File: src/shared/ptmr_regs.svh
`ifndef PTMR_REGS_SVH
`define PTMR_REGS_SVH
`define PTMR_OFF_CTRL0    12'h000
`define PTMR_OFF_CTRL1    12'h004
`define PTMR_OFF_CNT_LO   12'h008
`define PTMR_OFF_CNT_HI   12'h00c
`define PTMR_OFF_CMPA_LO  12'h010
`define PTMR_OFF_CMPA_HI  12'h014
`define PTMR_OFF_CMPP_LO  12'h018
`define PTMR_OFF_CMPP_HI  12'h01c
`define PTMR_OFF_FLAGS    12'h020
`define PTMR_CTRL0_RESET  8'h00
`define PTMR_CTRL1_RESET  8'h00
`define PTMR_BIT_PAUSE    7
`define PTMR_BIT_ON       3
`define PTMR_BIT_OC       3
`define PTMR_BIT_POL      2
`define PTMR_BIT_CCLR     0
`define PTMR_CNT_MAX      10'h3ff
`define PTMR_DIV_HIGH     16
`define PTMR_DIV_SLOW     64
`define PTMR_DIV_SYS4     4
`endif

File: src/shared/ptmr_pkg.sv
package ptmr_pkg;
  typedef enum logic [2:0] {
    CK_SYS_DIV4, CK_SYS, CK_HIGH_DIV16, CK_HIGH_DIV64,
    CK_SUB_A, CK_SUB_B, CK_PIN_RISE, CK_PIN_FALL
  } ptmr_clksel_t;
  typedef enum logic [1:0] {
    MODE_COMPARE, MODE_UNDEF, MODE_PWM, MODE_TIMER
  } ptmr_mode_t;
  typedef logic [9:0] ptmr_count_t;
endpackage

File: src/shared/ptmr_tick_if.sv
interface ptmr_tick_if;
  import ptmr_pkg::*;
  ptmr_clksel_t sel;
  logic         tick;
  modport source (input sel, output tick);
  modport sink   (output sel, input tick);
endinterface

File: src/rtl/ptmr_tick_gen.sv
module ptmr_tick_gen (
  input  wire logic hclk,
  input  wire logic hresetn,
  input  wire logic high_clk_en,
  input  wire logic sub_clk_en,
  input  wire logic pin_level,
  ptmr_tick_if.source tk
);
  import ptmr_pkg::*;
  logic [5:0] div_cnt;
  logic       pin_prev;
  logic [3:0] hi16_cnt;
  logic [5:0] hi64_cnt;

  always_ff @(posedge hclk or negedge hresetn) begin
    if (!hresetn) begin
      div_cnt <= 6'h00;
    end else begin
      div_cnt <= div_cnt + 6'h01;
    end
  end

  always_ff @(posedge hclk or negedge hresetn) begin
    if (!hresetn) begin
      hi16_cnt <= 4'h0;
      hi64_cnt <= 6'h00;
    end else if (high_clk_en) begin
      hi16_cnt <= hi16_cnt + 4'h1;
      hi64_cnt <= hi64_cnt + 6'h01;
    end
  end

  always_ff @(posedge hclk or negedge hresetn) begin
    if (!hresetn) begin
      pin_prev <= 1'b0;
    end else begin
      pin_prev <= pin_level;
    end
  end

  // Selected count clock as a one-cycle enable
  always_comb begin
    unique case (tk.sel)
      CK_SYS_DIV4:   tk.tick = (div_cnt[1:0] == 2'h3);
      CK_SYS:        tk.tick = 1'b1;
      CK_HIGH_DIV16: tk.tick = high_clk_en && (hi16_cnt == 4'hf);
      CK_HIGH_DIV64: tk.tick = high_clk_en && (hi64_cnt == 6'h3f);
      CK_SUB_A,
      CK_SUB_B:      tk.tick = sub_clk_en;
      CK_PIN_RISE:   tk.tick = pin_level && !pin_prev;
      CK_PIN_FALL:   tk.tick = !pin_level && pin_prev;
    endcase
  end
endmodule

File: src/rtl/ptmr_top.sv
// Chosen here: the register offsets and the AHB-Lite interface to the registers.
`include "ptmr_regs.svh"
module ptmr_top (
  input  wire logic                  hclk,
  input  wire logic                  hresetn,
  input  wire logic                  hsel,
  input  wire logic [31:0]           haddr,
  input  wire logic [1:0]            htrans,
  input  wire logic                  hwrite,
  input  wire logic [2:0]            hsize,
  input  wire logic [31:0]           hwdata,
  input  wire logic                  hready,
  output logic      [31:0]           hrdata,
  output logic                       hreadyout,
  output logic                       hresp,
  input  wire logic                  high_clk_en,
  input  wire logic                  sub_clk_en,
  input  wire logic                  external_count_input,
  output logic                       timer_output_pin,
  output logic                       timer_output_oe,
  output logic                       timer_event
);
  import ptmr_pkg::*;

  logic        pin_meta;
  logic        pin_sync;
  logic        wr_pend;
  logic [11:0] wr_addr;
  logic [7:0]  ctrl0;
  logic [7:0]  ctrl1;
  ptmr_count_t count;
  ptmr_count_t compare_a_value;
  ptmr_count_t compare_p_value;
  logic        compare_a_flag;
  logic        compare_p_flag;
  logic        on_prev;
  logic        out_level;
  logic        pulse_done;
  logic        tick;
  logic        next_on;
  logic        on_rise;
  logic        run;
  logic        match_a;
  logic        match_p;
  logic        overflow;
  logic        clear_cnt;
  logic        set_a;
  logic        set_p;
  logic        next_pin;
  logic        wr_ctrl0;
  logic        wr_flags;
  logic [7:0]  wbyte;
  ptmr_mode_t  mode;
  logic [1:0]  pin_fn;

  ptmr_tick_if tk_if ();

  ptmr_tick_gen u_tick (
    .hclk        (hclk),
    .hresetn     (hresetn),
    .high_clk_en (high_clk_en),
    .sub_clk_en  (sub_clk_en),
    .pin_level   (pin_sync),
    .tk          (tk_if.source)
  );

  function automatic logic addr_is(input logic [11:0] a, input logic [11:0] off);
    addr_is = (a == off);
  endfunction

  always_ff @(posedge hclk or negedge hresetn) begin
    if (!hresetn) begin
      pin_meta <= 1'b0;
      pin_sync <= 1'b0;
    end else begin
      pin_meta <= external_count_input;
      pin_sync <= pin_meta;
    end
  end

  assign mode         = ptmr_mode_t'(ctrl1[7:6]);
  assign pin_fn       = ctrl1[5:4];
  assign tk_if.sel    = ptmr_clksel_t'(ctrl0[6:4]);
  assign tick         = tk_if.tick;
  assign wbyte        = hwdata[7:0];
  assign wr_ctrl0     = wr_pend && addr_is(wr_addr, `PTMR_OFF_CTRL0);
  assign wr_flags     = wr_pend && addr_is(wr_addr, `PTMR_OFF_FLAGS);
  assign next_on      = wr_ctrl0 ? wbyte[`PTMR_BIT_ON] : (ctrl0[`PTMR_BIT_ON] && !pulse_done);
  assign on_rise      = ctrl0[`PTMR_BIT_ON] && !on_prev;
  assign run          = ctrl0[`PTMR_BIT_ON] && !ctrl0[`PTMR_BIT_PAUSE] && !on_rise && tick;
  assign match_a      = run && (count == compare_a_value) && (compare_a_value != 10'h000);
  assign match_p      = run && (count == compare_p_value) && (compare_p_value != 10'h000);
  assign overflow     = run && (count == `PTMR_CNT_MAX);

  // Clear source per mode
  always_comb begin
    set_a     = match_a;
    set_p     = match_p;
    clear_cnt = 1'b0;
    if (mode == MODE_PWM) begin
      // Single pulse leaves comparator P out of the counter clear
      clear_cnt = (pin_fn != 2'h3) && (match_p || (overflow && compare_p_value == 10'h000));
    end else if (ctrl1[`PTMR_BIT_CCLR]) begin
      clear_cnt = match_a || overflow;
      set_p     = 1'b0;
    end else begin
      clear_cnt = match_p || (overflow && compare_p_value == 10'h000);
    end
  end

  // Bus data phase tracking; writes land in the data phase
  always_ff @(posedge hclk or negedge hresetn) begin
    if (!hresetn) begin
      wr_pend <= 1'b0;
      wr_addr <= 12'h000;
    end else if (hready) begin
      wr_pend <= hsel && htrans[1] && hwrite;
      wr_addr <= haddr[11:0];
    end
  end

  always_ff @(posedge hclk or negedge hresetn) begin
    if (!hresetn) begin
      hrdata <= 32'h0000_0000;
    end else if (hready && hsel && htrans[1] && !hwrite) begin
      unique case (haddr[11:0])
        `PTMR_OFF_CTRL0:   hrdata <= {24'h000000, ctrl0[7:3], 3'h0};
        `PTMR_OFF_CTRL1:   hrdata <= {24'h000000, ctrl1};
        `PTMR_OFF_CNT_LO:  hrdata <= {24'h000000, count[7:0]};
        `PTMR_OFF_CNT_HI:  hrdata <= {30'h0, count[9:8]};
        `PTMR_OFF_CMPA_LO: hrdata <= {24'h000000, compare_a_value[7:0]};
        `PTMR_OFF_CMPA_HI: hrdata <= {30'h0, compare_a_value[9:8]};
        `PTMR_OFF_CMPP_LO: hrdata <= {24'h000000, compare_p_value[7:0]};
        `PTMR_OFF_CMPP_HI: hrdata <= {30'h0, compare_p_value[9:8]};
        `PTMR_OFF_FLAGS:   hrdata <= {30'h0, compare_p_flag, compare_a_flag};
        default:           hrdata <= 32'h0000_0000;
      endcase
    end
  end

  always_ff @(posedge hclk or negedge hresetn) begin
    if (!hresetn) begin
      hreadyout <= 1'b1;
      hresp     <= 1'b0;
    end else begin
      hreadyout <= 1'b1;
      hresp     <= 1'b0;
    end
  end

  always_ff @(posedge hclk or negedge hresetn) begin
    if (!hresetn) begin
      ctrl0   <= `PTMR_CTRL0_RESET;
      on_prev <= 1'b0;
    end else begin
      ctrl0   <= {(wr_ctrl0 ? wbyte[7:4] : ctrl0[7:4]), next_on, 3'h0};
      on_prev <= ctrl0[`PTMR_BIT_ON];
    end
  end

  always_ff @(posedge hclk or negedge hresetn) begin
    if (!hresetn) begin
      ctrl1 <= `PTMR_CTRL1_RESET;
    end else if (wr_pend && addr_is(wr_addr, `PTMR_OFF_CTRL1)) begin
      ctrl1 <= wbyte;
    end
  end

  always_ff @(posedge hclk or negedge hresetn) begin
    if (!hresetn) begin
      compare_a_value <= 10'h000;
      compare_p_value <= 10'h000;
    end else if (wr_pend) begin
      if (addr_is(wr_addr, `PTMR_OFF_CMPA_LO)) compare_a_value[7:0] <= wbyte;
      if (addr_is(wr_addr, `PTMR_OFF_CMPA_HI)) compare_a_value[9:8] <= wbyte[1:0];
      if (addr_is(wr_addr, `PTMR_OFF_CMPP_LO)) compare_p_value[7:0] <= wbyte;
      if (addr_is(wr_addr, `PTMR_OFF_CMPP_HI)) compare_p_value[9:8] <= wbyte[1:0];
    end
  end

  always_ff @(posedge hclk or negedge hresetn) begin
    if (!hresetn) begin
      count <= 10'h000;
    end else if (on_rise) begin
      count <= 10'h000;
    end else if (clear_cnt) begin
      count <= 10'h000;
    end else if (run) begin
      count <= count + 10'h001;
    end
  end

  // Set wins over a write-one clear
  always_ff @(posedge hclk or negedge hresetn) begin
    if (!hresetn) begin
      compare_a_flag <= 1'b0;
      compare_p_flag <= 1'b0;
    end else begin
      compare_a_flag <= set_a || (compare_a_flag && !(wr_flags && wbyte[0]));
      compare_p_flag <= set_p || (compare_p_flag && !(wr_flags && wbyte[1]));
    end
  end

  always_ff @(posedge hclk or negedge hresetn) begin
    if (!hresetn) begin
      timer_event <= 1'b0;
    end else begin
      timer_event <= set_a || set_p;
    end
  end

  // Single pulse ends on A match by dropping the on bit
  assign pulse_done = (mode == MODE_PWM) && (pin_fn == 2'h3) && match_a;

  // Unpolarised output level
  always_comb begin
    next_pin = out_level;
    if (mode == MODE_COMPARE) begin
      if (on_rise) begin
        next_pin = ctrl1[`PTMR_BIT_OC];
      end else if (match_a) begin
        unique case (pin_fn)
          2'h0: next_pin = out_level;
          2'h1: next_pin = 1'b0;
          2'h2: next_pin = 1'b1;
          2'h3: next_pin = !out_level;
        endcase
      end
    end else if (mode == MODE_PWM) begin
      unique case (pin_fn)
        2'h0: next_pin = !ctrl1[`PTMR_BIT_OC];
        2'h1: next_pin = ctrl1[`PTMR_BIT_OC];
        2'h2: next_pin = ((count < compare_a_value) && ctrl0[`PTMR_BIT_ON]) ? ctrl1[`PTMR_BIT_OC]
                                                                           : !ctrl1[`PTMR_BIT_OC];
        2'h3: next_pin = on_rise ? ctrl1[`PTMR_BIT_OC]
                       : (ctrl0[`PTMR_BIT_ON] && !pulse_done) ? out_level : !ctrl1[`PTMR_BIT_OC];
      endcase
    end
  end

  always_ff @(posedge hclk or negedge hresetn) begin
    if (!hresetn) begin
      out_level <= 1'b0;
    end else begin
      out_level <= next_pin;
    end
  end

  always_ff @(posedge hclk or negedge hresetn) begin
    if (!hresetn) begin
      timer_output_pin <= 1'b0;
      timer_output_oe  <= 1'b0;
    end else begin
      timer_output_pin <= next_pin ^ ctrl1[`PTMR_BIT_POL];
      timer_output_oe  <= (mode == MODE_COMPARE) || (mode == MODE_PWM);
    end
  end

  chk_on_rise_clear: assert property (@(posedge hclk) disable iff (!hresetn)
    on_rise |=> count == 10'h000)
    else $error("counter not cleared on enable");
  chk_pause_hold: assert property (@(posedge hclk) disable iff (!hresetn)
    (ctrl0[7] && !on_rise && $past(ctrl0[7])) |=> $stable(count) || $past(on_rise))
    else $error("counter moved while paused");
  chk_off_hold: assert property (@(posedge hclk) disable iff (!hresetn)
    (!ctrl0[3] && !$rose(ctrl0[3])) ##1 !ctrl0[3] |-> $stable(count))
    else $error("counter moved while off");
  chk_cclr_a_clear: assert property (@(posedge hclk) disable iff (!hresetn)
    (match_a && ctrl1[0] && mode != MODE_PWM) |=> count == 10'h000)
    else $error("A match did not clear");
  chk_no_p_flag: assert property (@(posedge hclk) disable iff (!hresetn)
    (ctrl1[0] && mode != MODE_PWM && !compare_p_flag && !wr_flags) |=> !compare_p_flag)
    else $error("P flag set with A clear");
  chk_a_flag_set: assert property (@(posedge hclk) disable iff (!hresetn)
    match_a |=> compare_a_flag)
    else $error("A flag missing");
  chk_a_zero_noflag: assert property (@(posedge hclk) disable iff (!hresetn)
    (compare_a_value == 10'h000) |-> !match_a)
    else $error("A match with zero compare");
  chk_overflow_wrap: assert property (@(posedge hclk) disable iff (!hresetn)
    (overflow && !on_rise) |=> count == 10'h000)
    else $error("overflow did not wrap");
  chk_polarity: assert property (@(posedge hclk) disable iff (!hresetn)
    1'b1 |=> timer_output_pin == (out_level ^ $past(ctrl1[2])))
    else $error("output polarity wrong");
  chk_timer_undriven: assert property (@(posedge hclk) disable iff (!hresetn)
    mode == MODE_TIMER |=> !timer_output_oe)
    else $error("pin driven in timer mode");
  chk_count_frozen: assert property (@(posedge hclk) disable iff (!hresetn)
    (!on_rise && !run) |=> $stable(count))
    else $error("counter moved without a tick");
  chk_p_clear: assert property (@(posedge hclk) disable iff (!hresetn)
    (match_p && !ctrl1[0] && mode != MODE_PWM) |=> count == 10'h000)
    else $error("P match did not clear");
  chk_event_pulse: assert property (@(posedge hclk) disable iff (!hresetn)
    (set_a || set_p) |=> timer_event)
    else $error("event missing after match");
  chk_on_rise_level: assert property (@(posedge hclk) disable iff (!hresetn)
    (on_rise && mode == MODE_COMPARE) |=> out_level == $past(ctrl1[3]))
    else $error("initial level not restored");
  chk_cmp_pin_hold: assert property (@(posedge hclk) disable iff (!hresetn)
    (mode == MODE_COMPARE && !on_rise && !match_a) |=> out_level == $past(out_level))
    else $error("pin moved without A match");
  chk_pwm_forced: assert property (@(posedge hclk) disable iff (!hresetn)
    (mode == MODE_PWM && pin_fn == 2'h0) |=> out_level == !$past(ctrl1[3]))
    else $error("inactive level not forced");
  chk_pulse_stops: assert property (@(posedge hclk) disable iff (!hresetn)
    (pulse_done && !wr_ctrl0) |=> !ctrl0[3])
    else $error("pulse did not end");
  chk_pwm_driven: assert property (@(posedge hclk) disable iff (!hresetn)
    mode == MODE_PWM |=> timer_output_oe)
    else $error("pin idle in PWM mode");
  cov_compare_toggle: cover property (@(posedge hclk) disable iff (!hresetn)
    mode == MODE_COMPARE && pin_fn == 2'h3 && match_a);
  cov_pwm_period: cover property (@(posedge hclk) disable iff (!hresetn)
    mode == MODE_PWM && match_p);
  cov_single_pulse: cover property (@(posedge hclk) disable iff (!hresetn) pulse_done);
  cov_overflow: cover property (@(posedge hclk) disable iff (!hresetn) overflow);
endmodule

File: config.mk
export PLATFORM = sky130hd
export DESIGN_NAME = ptmr_top
export DESIGN_NICKNAME = d
export VERILOG_FILES = /design/src/shared/ptmr_pkg.sv /design/src/shared/ptmr_tick_if.sv /design/src/rtl/ptmr_tick_gen.sv /design/src/rtl/ptmr_top.sv
export VERILOG_INCLUDE_DIRS = /design/src /design/src/shared
export SDC_FILE = /design/constraint.sdc
export NUM_CORES = 1
export LEC_CHECK = 0
export ABC_CLOCK_PERIOD_IN_PS = 2420
export BUFFER_PORTS_ARGS = -buffer_cell sky130_fd_sc_hd__clkbuf_2
export CELL_PAD_IN_SITES_DETAIL_PLACEMENT = 0
export CELL_PAD_IN_SITES_GLOBAL_PLACEMENT = 1
export CORE_ASPECT_RATIO = 0.8
export CORE_MARGIN = 5
export CORE_UTILIZATION = 42
export DETAILED_ROUTE_END_ITERATION = 8
export HOLD_SLACK_MARGIN = 0.1
export PLACE_DENSITY_LB_ADDON = 0.1
export SKIP_LAST_GASP = 1
export SLEW_MARGIN = 15
export SYNTH_ARGS = -nofsm -noshare
export SYNTH_HDL_FRONTEND = slang
export SYNTH_SLANG_ARGS = --single-unit
File: constraint.sdc
create_clock -name hclk -period 2.42 [get_ports hclk]
set_input_delay 0.242 -clock hclk [delete_from_list [all_inputs] [get_ports hclk]]
set_output_delay 0.242 -clock hclk [all_outputs]
set_load 0.02 [all_outputs]
==> metrics, run 1 <==
outcome finished, final reports clean; Placement Setup Slack 0.1897 ns; DPL Wire Length 9145 um; Worst Max-Slew Pin Slew 0.5538 ns; clk_lat worst skew 0.34 ns; CTS tree yes; global-route wire length before repair 18720 um; post-route cell area 5451 um2; GRT overflow 0; max_slew headroom 63.08%; hold depth 2; Syn Inst Count 448; die width 129.0 um; VDD IR max 0.4447 mV; Worst Path Max Fanout 4; Clock Sinks 86; initial antenna violation count 0; Area Growth Syn to Fin 14.54%; Peak Freq 0.4490 GHz; EDFF count, synth 0; Total Wirelength 11880 um; layout cells sized above 1 27.38%; Overall Power 3454 uW; post-synthesis sequential area ratio 45.22%; Post-synth top flop dfrtp_1; Starting Density 43.37%; H-Tree Depth 3; Post-CTS Setup Inserts 0; CP Class register to register; number of antenna diodes 0; Setup crit start kind register; Avg Inst Size Synth 10.62 um2; Reg area 2152 um2; reg-to-reg slack, setup 0.19 ns; filler instances 1042; CTS root buf clkbuf_16; Critical R2R Launch compare_a_value[8]; worst hold start haddr[8]; max cap viols 0; Reg clk slew, reported paths 0.06 ns; GRT Overall Usage 17.94%; num rows 34; initial DRC count 262; reg2reg end timer_output_pin; worst path arrival time 2.44 ns; flops & latches, synth 86; Worst Hold End wr_addr[8]; Final ANT Viol Nets 0; Worst Path Required 2.63 ns; Critical Path End Type register; Synthesis Warnings 0; routed len/inst 18.02 um; Nets 601; Pleak 0.002510 uW; Clock Skew 0.006699 ns; endpoints failing hold 0; CTS buffer count 9; PortBufs 39; PD cells 633.5 nW/um2; via count 3503; first-pass detailed-route iteration total 6; Synth async-reset ratio 100.0%; DRC 0; max-slew violation count 0; die area 13570 um2; I/O pins 114; Period minus WS final 2.227 ns; total negative setup slack 0 ns; vias per cell 5.316; cell count of the worst reg-to-reg path 9; vias in the first global route 3264; final setup margin 0.1930 ns; Placer Congestion 0.9437; final worst-path cycle share 92.03%; Post-Syn Area 4760 um2; area of the multi-input gates 2357 um2; CTS max path bufs 2; RSZ-0062 raised after global routing no; HP Class input pin to register; Synth cell types 61; core area 10980 um2; placed cell areas 5144 um2; Die Ht 105.2 um; setup violators final 0; largest net degree at the start of global routing 48
how the worst max path moves through the flow:
stage,start,endpoint,slack [ns]
6_report,compare_a_value[8],timer_output_pin,0.19
5_1_grt,compare_a_value[8],timer_output_pin,0.04
4_1_cts,compare_a_value[8],timer_output_pin,0.16
3_5_place_dp,compare_a_value[8],timer_output_pin,0.19
3_3_place_gp,compare_a_value[8],timer_output_pin,0.17
2_1_floorplan,u_tick.hi64_cnt[0],timer_output_pin,0.52
metrics by stage:
stage | utilization [%] | instances | hold WS, ns
after floorplan | - | 472 | -0.05359
after global placement | 46.87 | 641 | 0.2676
after detailed placement | 46.87 | 641 | 0.2699
after CTS | 49.57 | 659 | 0.1423
after global routing | 49.67 | 659 | 0.1466
final | 49.67 | 659 | 0.1476
flip-flops by register name (all words and copies together), names as in the netlist, 2 cells and up:
name             count
u_tick.div_cnt       2
count               10
compare_p_value     10
u_tick.hi16_cnt      4
ctrl1                8
u_tick.hi64_cnt      6
hrdata               8
compare_a_value     10
wr_addr             12
ctrl0                5
where the power goes:
part           switching, uW  total [uW]  internal [uW]  leakage [uW]
clock                    581        1310            729      0.000133
combinational            231         431            200       0.00129
sequential               134        1710           1580       0.00108
placed cells by master, fill, tap and decap left out, types with 3 or more instances in the layout:
cell type | netlist | layout
a21o_1 | 3 | 3
a21oi_1 | 10 | 10
a221oi_1 | 6 | 6
a22oi_1 | 3 | 3
buf_4 | 26 | 25
clkbuf_16 | 0 | 9
clkbuf_2 | 0 | 38
conb_1 | 2 | 26
dfrtp_1 | 86 | 86
ha_1 | 14 | 14
inv_1 | 18 | 18
mux2_2 | 46 | 46
mux2i_1 | 10 | 10
nand2_1 | 42 | 42
nand2b_1 | 4 | 4
nand3_1 | 18 | 17
nand4_1 | 10 | 10
nand4b_1 | 4 | 4
nor2_1 | 30 | 30
nor3_1 | 5 | 4
nor4_1 | 8 | 8
o21ai_0 | 22 | 22
o31ai_1 | 3 | 3
xnor2_1 | 12 | 12
xor2_1 | 16 | 16
area by class of cell:
cell class	count	share of cell area, %
clock buffers	12	4.521
clock inverters	4	0.5508
inverters	18	1.239
multi-input cells	329	43.24
flip-flops and latches	86	39.48
well taps	144	3.305
repair buffers	66	7.666
kinds of logic (layout without fill, tap and decap cells):
kind of cell               count (synthesis)  after routing  share of synthesized area (%)
DFF                                       86             86                          45.22
muxes                                     56             56                          12.99
buffers and inverters                     57            100                          7.387
and+or+nand+nor                          143            143                          15.96
adders and majority gates                 14             14                          3.680
other                                      2             26                         0.1578
xor gates and xnor gates                  28             28                          5.152
AOI/OAI and AO/OA                         62             62                          9.464
metal layers:
metal | up-vias | wire length [um] | track usage, %
met4 | 0 | 174 | 5.172
met5 | - | 0 | 0
met3 | 13 | 812 | 4.247
met1 | 1708 | 6023 | 28.96
met2 | 116 | 4866 | 23.41
li1 | 1666 | - | -
worst max-delay path, cell delays in order (launching register included):
cell,delay (ns)
dfrtp_1,0.43
inv_1,0.07
ha_1,0.29
a21o_1,0.16
nand2_1,0.06
nand3b_1,0.07
a211oi_1,0.44
mux2i_1,0.27
a31oi_2,0.14
xor2_1,0.17
synth_stat cells (8+ instances only):
cell type  number  area share, %
mux2i_1        10            2.1
buf_4          26            4.1
nand2_1        42            3.3
xor2_1         16            2.9
nor2_1         30            2.4
dfrtp_1        86             45
inv_1          18            1.4
o21ai_0        22            2.3
mux2_2         46             11
nor4_1          8            1.1
ha_1           14            3.7
a21oi_1        10            1.1
nand4_1        10            1.3
nand3_1        18            1.9
xnor2_1        12            2.2
repair_timing:
action | 4_1_cts | 5_1_grt
hold endpoints to repair | 40 | 0
hold buffers | 2 | 0
setup endpoints to repair | 0 | 2
gates resized for setup | 0 | 3
Power figures use the tool's default switching activity.
==> run 2, diff against run 1 <==
--- a/config.mk
+++ b/config.mk
@@ -6,13 +6,14 @@
 export SDC_FILE = /design/constraint.sdc
 export NUM_CORES = 1
 export LEC_CHECK = 0
+export ABC_AREA = 1
 export ABC_CLOCK_PERIOD_IN_PS = 2420
 export BUFFER_PORTS_ARGS = -buffer_cell sky130_fd_sc_hd__clkbuf_2
 export CELL_PAD_IN_SITES_DETAIL_PLACEMENT = 0
 export CELL_PAD_IN_SITES_GLOBAL_PLACEMENT = 1
 export CORE_ASPECT_RATIO = 0.8
 export CORE_MARGIN = 5
-export CORE_UTILIZATION = 42
+export CORE_UTILIZATION = 40
 export DETAILED_ROUTE_END_ITERATION = 8
 export HOLD_SLACK_MARGIN = 0.1
 export PLACE_DENSITY_LB_ADDON = 0.1
==> run 2 against run 1 <==
  * Combinational power decreased by 9.3%
  * Hold slack got worse by 0.0032 ns
  * Fmax decreased by 0.93%
  * Sequential cell count unchanged
  * Clock skew decreased by 0.0037 ns
  * Worst setup slack got worse by 0.021 ns
  * Via count increased by 15%
  * Die area increased by 6.8%
  * Total power increased by 1.0%
  * First-iteration DRC count decreased by 4.6%
  * Final cell count increased by 23%
  * Critical path type unchanged
==> metrics, run 2 <==
clock power share 41.2%; routed len/inst 16.08 um; Synth async-reset ratio 100.0%; Total Wirelength 13040 um; H-Tree Depth 3; Worst Path Max Fanout 17; largest net degree at the start of global routing 55; die width 133.4 um; GRT overflow 0; CTS root buf clkbuf_16; HP Class input pin to register; max cap viols 0; Clock Skew 0.003012 ns; num rows 36; Worst path slowest cell dfrtp_1; max reg flops 12; CTS buffer count 9; Sequential Power Share 47.6%; vias per cell 4.969; commonest non-fill, non-tap cell in the layout nand2_1; Synth area leaders dfrtp_1 (44%), nand2_1 (7.8%), inv_1 (6.6%), o21ai_0 (4.4%), buf_4 (4.2%); core area 12070 um2; filler instances 1200; Crit path top cell by count nand3_1; global-route wire length before repair 20560 um; initial antenna violation count 0; CTS tree yes; count leader, synth nand2_1; Final ANT Viol Nets 0; post-synthesis sequential area ratio 44.19%; outcome finished, final reports clean; endpoints failing hold 0; Worst Path Required 2.64 ns; logic gate share of total power 11.2%; Area Growth Syn to Fin 14.00%; leading cell types in the layout, fill and taps excluded nand2_1 (101), inv_1 (86), dfrtp_1 (86); CP bufs+invs 1; Worst Max-Slew Pin Slew 0.5776 ns; Most flops, register wr_addr; clk_lat worst skew 0.34 ns; Critical Path End Type register; Placement Setup Slack 0.1820 ns; reg-to-reg slack, setup 0.17 ns; Setup crit start kind register; die area 14490 um2; Non-Filler Instances 811; first-pass detailed-route iteration total 5; max_slew headroom 61.14%; worst hold slack 0.1444 ns; total negative setup slack 0 ns; Syn Inst Count 599; via count 4030; initial DRC count 250; PortBufs 39; CP Class register to register; GRT Overall Usage 18.52%; Starting Density 40.34%; flops & latches, synth 86; most frequent cells after synthesis nand2_1 (101), dfrtp_1 (86), inv_1 (86); DPL Wire Length 10140 um; PD cells 628.4 nW/um2; final setup margin 0.1721 ns; area of the multi-input gates 2226 um2; layout cells sized above 1 16.24%; vias in the first global route 3817; Overall Power 3489 uW; I/O pins 114; Synth cell types 40; Post-Syn Area 4870 um2; CP Cell Sequence ha_1 -> nand3_1 -> nor2_2 -> nand2_1 -> nand3_1 -> nand2_1 -> inv_2 -> nand3_1 -> nand3_1 -> nand3_2 -> nand2_2 -> o22ai_1; DRC 0; Synthesis Warnings 0; P_int 2565 uW; Sw Share 26.48%; Nets 745; VDD IR max 0.3210 mV; EDFF count, synth 0; cell count after placement 792; Clock Sinks 86; Die Ht 108.7 um; Period minus WS final 2.248 ns; Avg Inst Size Synth 8.130 um2; Reg area 2152 um2; worst path arrival time 2.46 ns; Peak Freq 0.4449 GHz; Largest stage delay, worst path 0.39 ns; Post-synth top flop dfrtp_1; final worst-path cycle share 92.89%; P_sw 924.0 uW; cell family with most CP delay simple AND/OR/NAND/NOR gates; Placer Congestion 0.9043; max-slew violation count 0; setup violators final 0; CTS max path bufs 2; Reg clk slew, reported paths 0.06 ns; number of antenna diodes 0; Synth area leader dfrtp_1; top cell type's share of synthesized area 44.19%; Pleak 0.002901 uW; RSZ-0062 raised after global routing no
==> run 2: cell type report <==
| type | count | share of cell area [%] |
|---|---|---|
| Clock buffer | 11 | 4.553 |
| Timing Repair Buffer | 54 | 5.905 |
| Sequential cell | 86 | 38.76 |
| Tap cell | 152 | 3.426 |
| Multi-Input combinational cell | 411 | 40.09 |
| Clock inverter | 5 | 1.037 |
| Inverter | 92 | 6.220 |
==> run 2: path summary, 6_finish.rpt <==
| path | from | end | cells after the start |
|---|---|---|---|
| worst min register to register | pin_meta | pin_sync | 0 |
| max in group asynchronous | hresetn | ctrl1[0] | 3 |
| min in group asynchronous | hresetn | u_tick.hi64_cnt[2] | 2 |
| worst min-delay path | hwrite | wr_pend | 3 |
| worst max-delay path | u_tick.hi64_cnt[0] | count[9] | 12 |
| worst max register to register | u_tick.hi64_cnt[0] | count[9] | 12 |
==> run 2: cell families (layout without fill, tap and decap cells) <==
group,Yosys count,count (layout),share of synthesized area [%]
compound gates,107,107,12.72
xor+xnor,15,15,2.698
fa+ha+maj,14,14,3.597
buf+inv,126,162,12.00
flops,86,86,44.19
mux,8,8,1.850
other cells,2,26,0.1542
simple gates,241,241,22.79
==> run 2: power by group through the flow <==
| stage | sequential (uW) | combinational [uW] | clock, uW |
|---|---|---|---|
| 2_1_floorplan | 1670 | 307 | 0 |
| 3_3_place_gp | 1680 | 382 | 0 |
| 3_5_place_dp | 1680 | 394 | 0 |
| 4_1_cts | 1660 | 398 | 1470 |
| 5_1_grt | 1670 | 452 | 1530 |
| 6_report | 1660 | 391 | 1440 |
==> run 2: repair_timing <==
| item | 4_1_cts | 5_1_grt |
|---|---|---|
| setup buffers | 0 | 1 |
| hold buffers | 2 | 0 |
| hold endpoints to repair | 33 | 0 |
| gates resized for setup | 0 | 1 |
| setup endpoints to repair | 0 | 2 |
==> run 2: per-layer routing <==
metal  wire (um)  vias to the layer above  global-route usage [%]
met2        5602                      121                   28.30
met3         746                       18                   4.013
met4         231                        0                   5.066
li1            -                     2045                       -
met5           0                        -                       0
met1        6462                     1846                   26.77
==> run 2: worst reg2reg max path, cell delays in order (launching register included) <==
cell,delay [ns]
dfrtp_1,0.39
ha_1,0.18
nand3_1,0.09
nor2_2,0.13
nand2_1,0.07
nand3_1,0.13
nand2_1,0.14
inv_2,0.28
nand3_1,0.19
nand3_1,0.12
nand3_2,0.11
nand2_2,0.19
o22ai_1,0.11
==> run 2: metrics by stage <==
| step | area [um2] | utilization (%) |
|---|---|---|
| after detailed placement | 5211 | 43.17 |
| final | 5552 | 45.99 |
| after global routing | 5552 | 45.99 |
| after global placement | 5211 | 43.17 |
| after CTS | 5542 | 45.91 |
| after floorplan | 4960 | - |
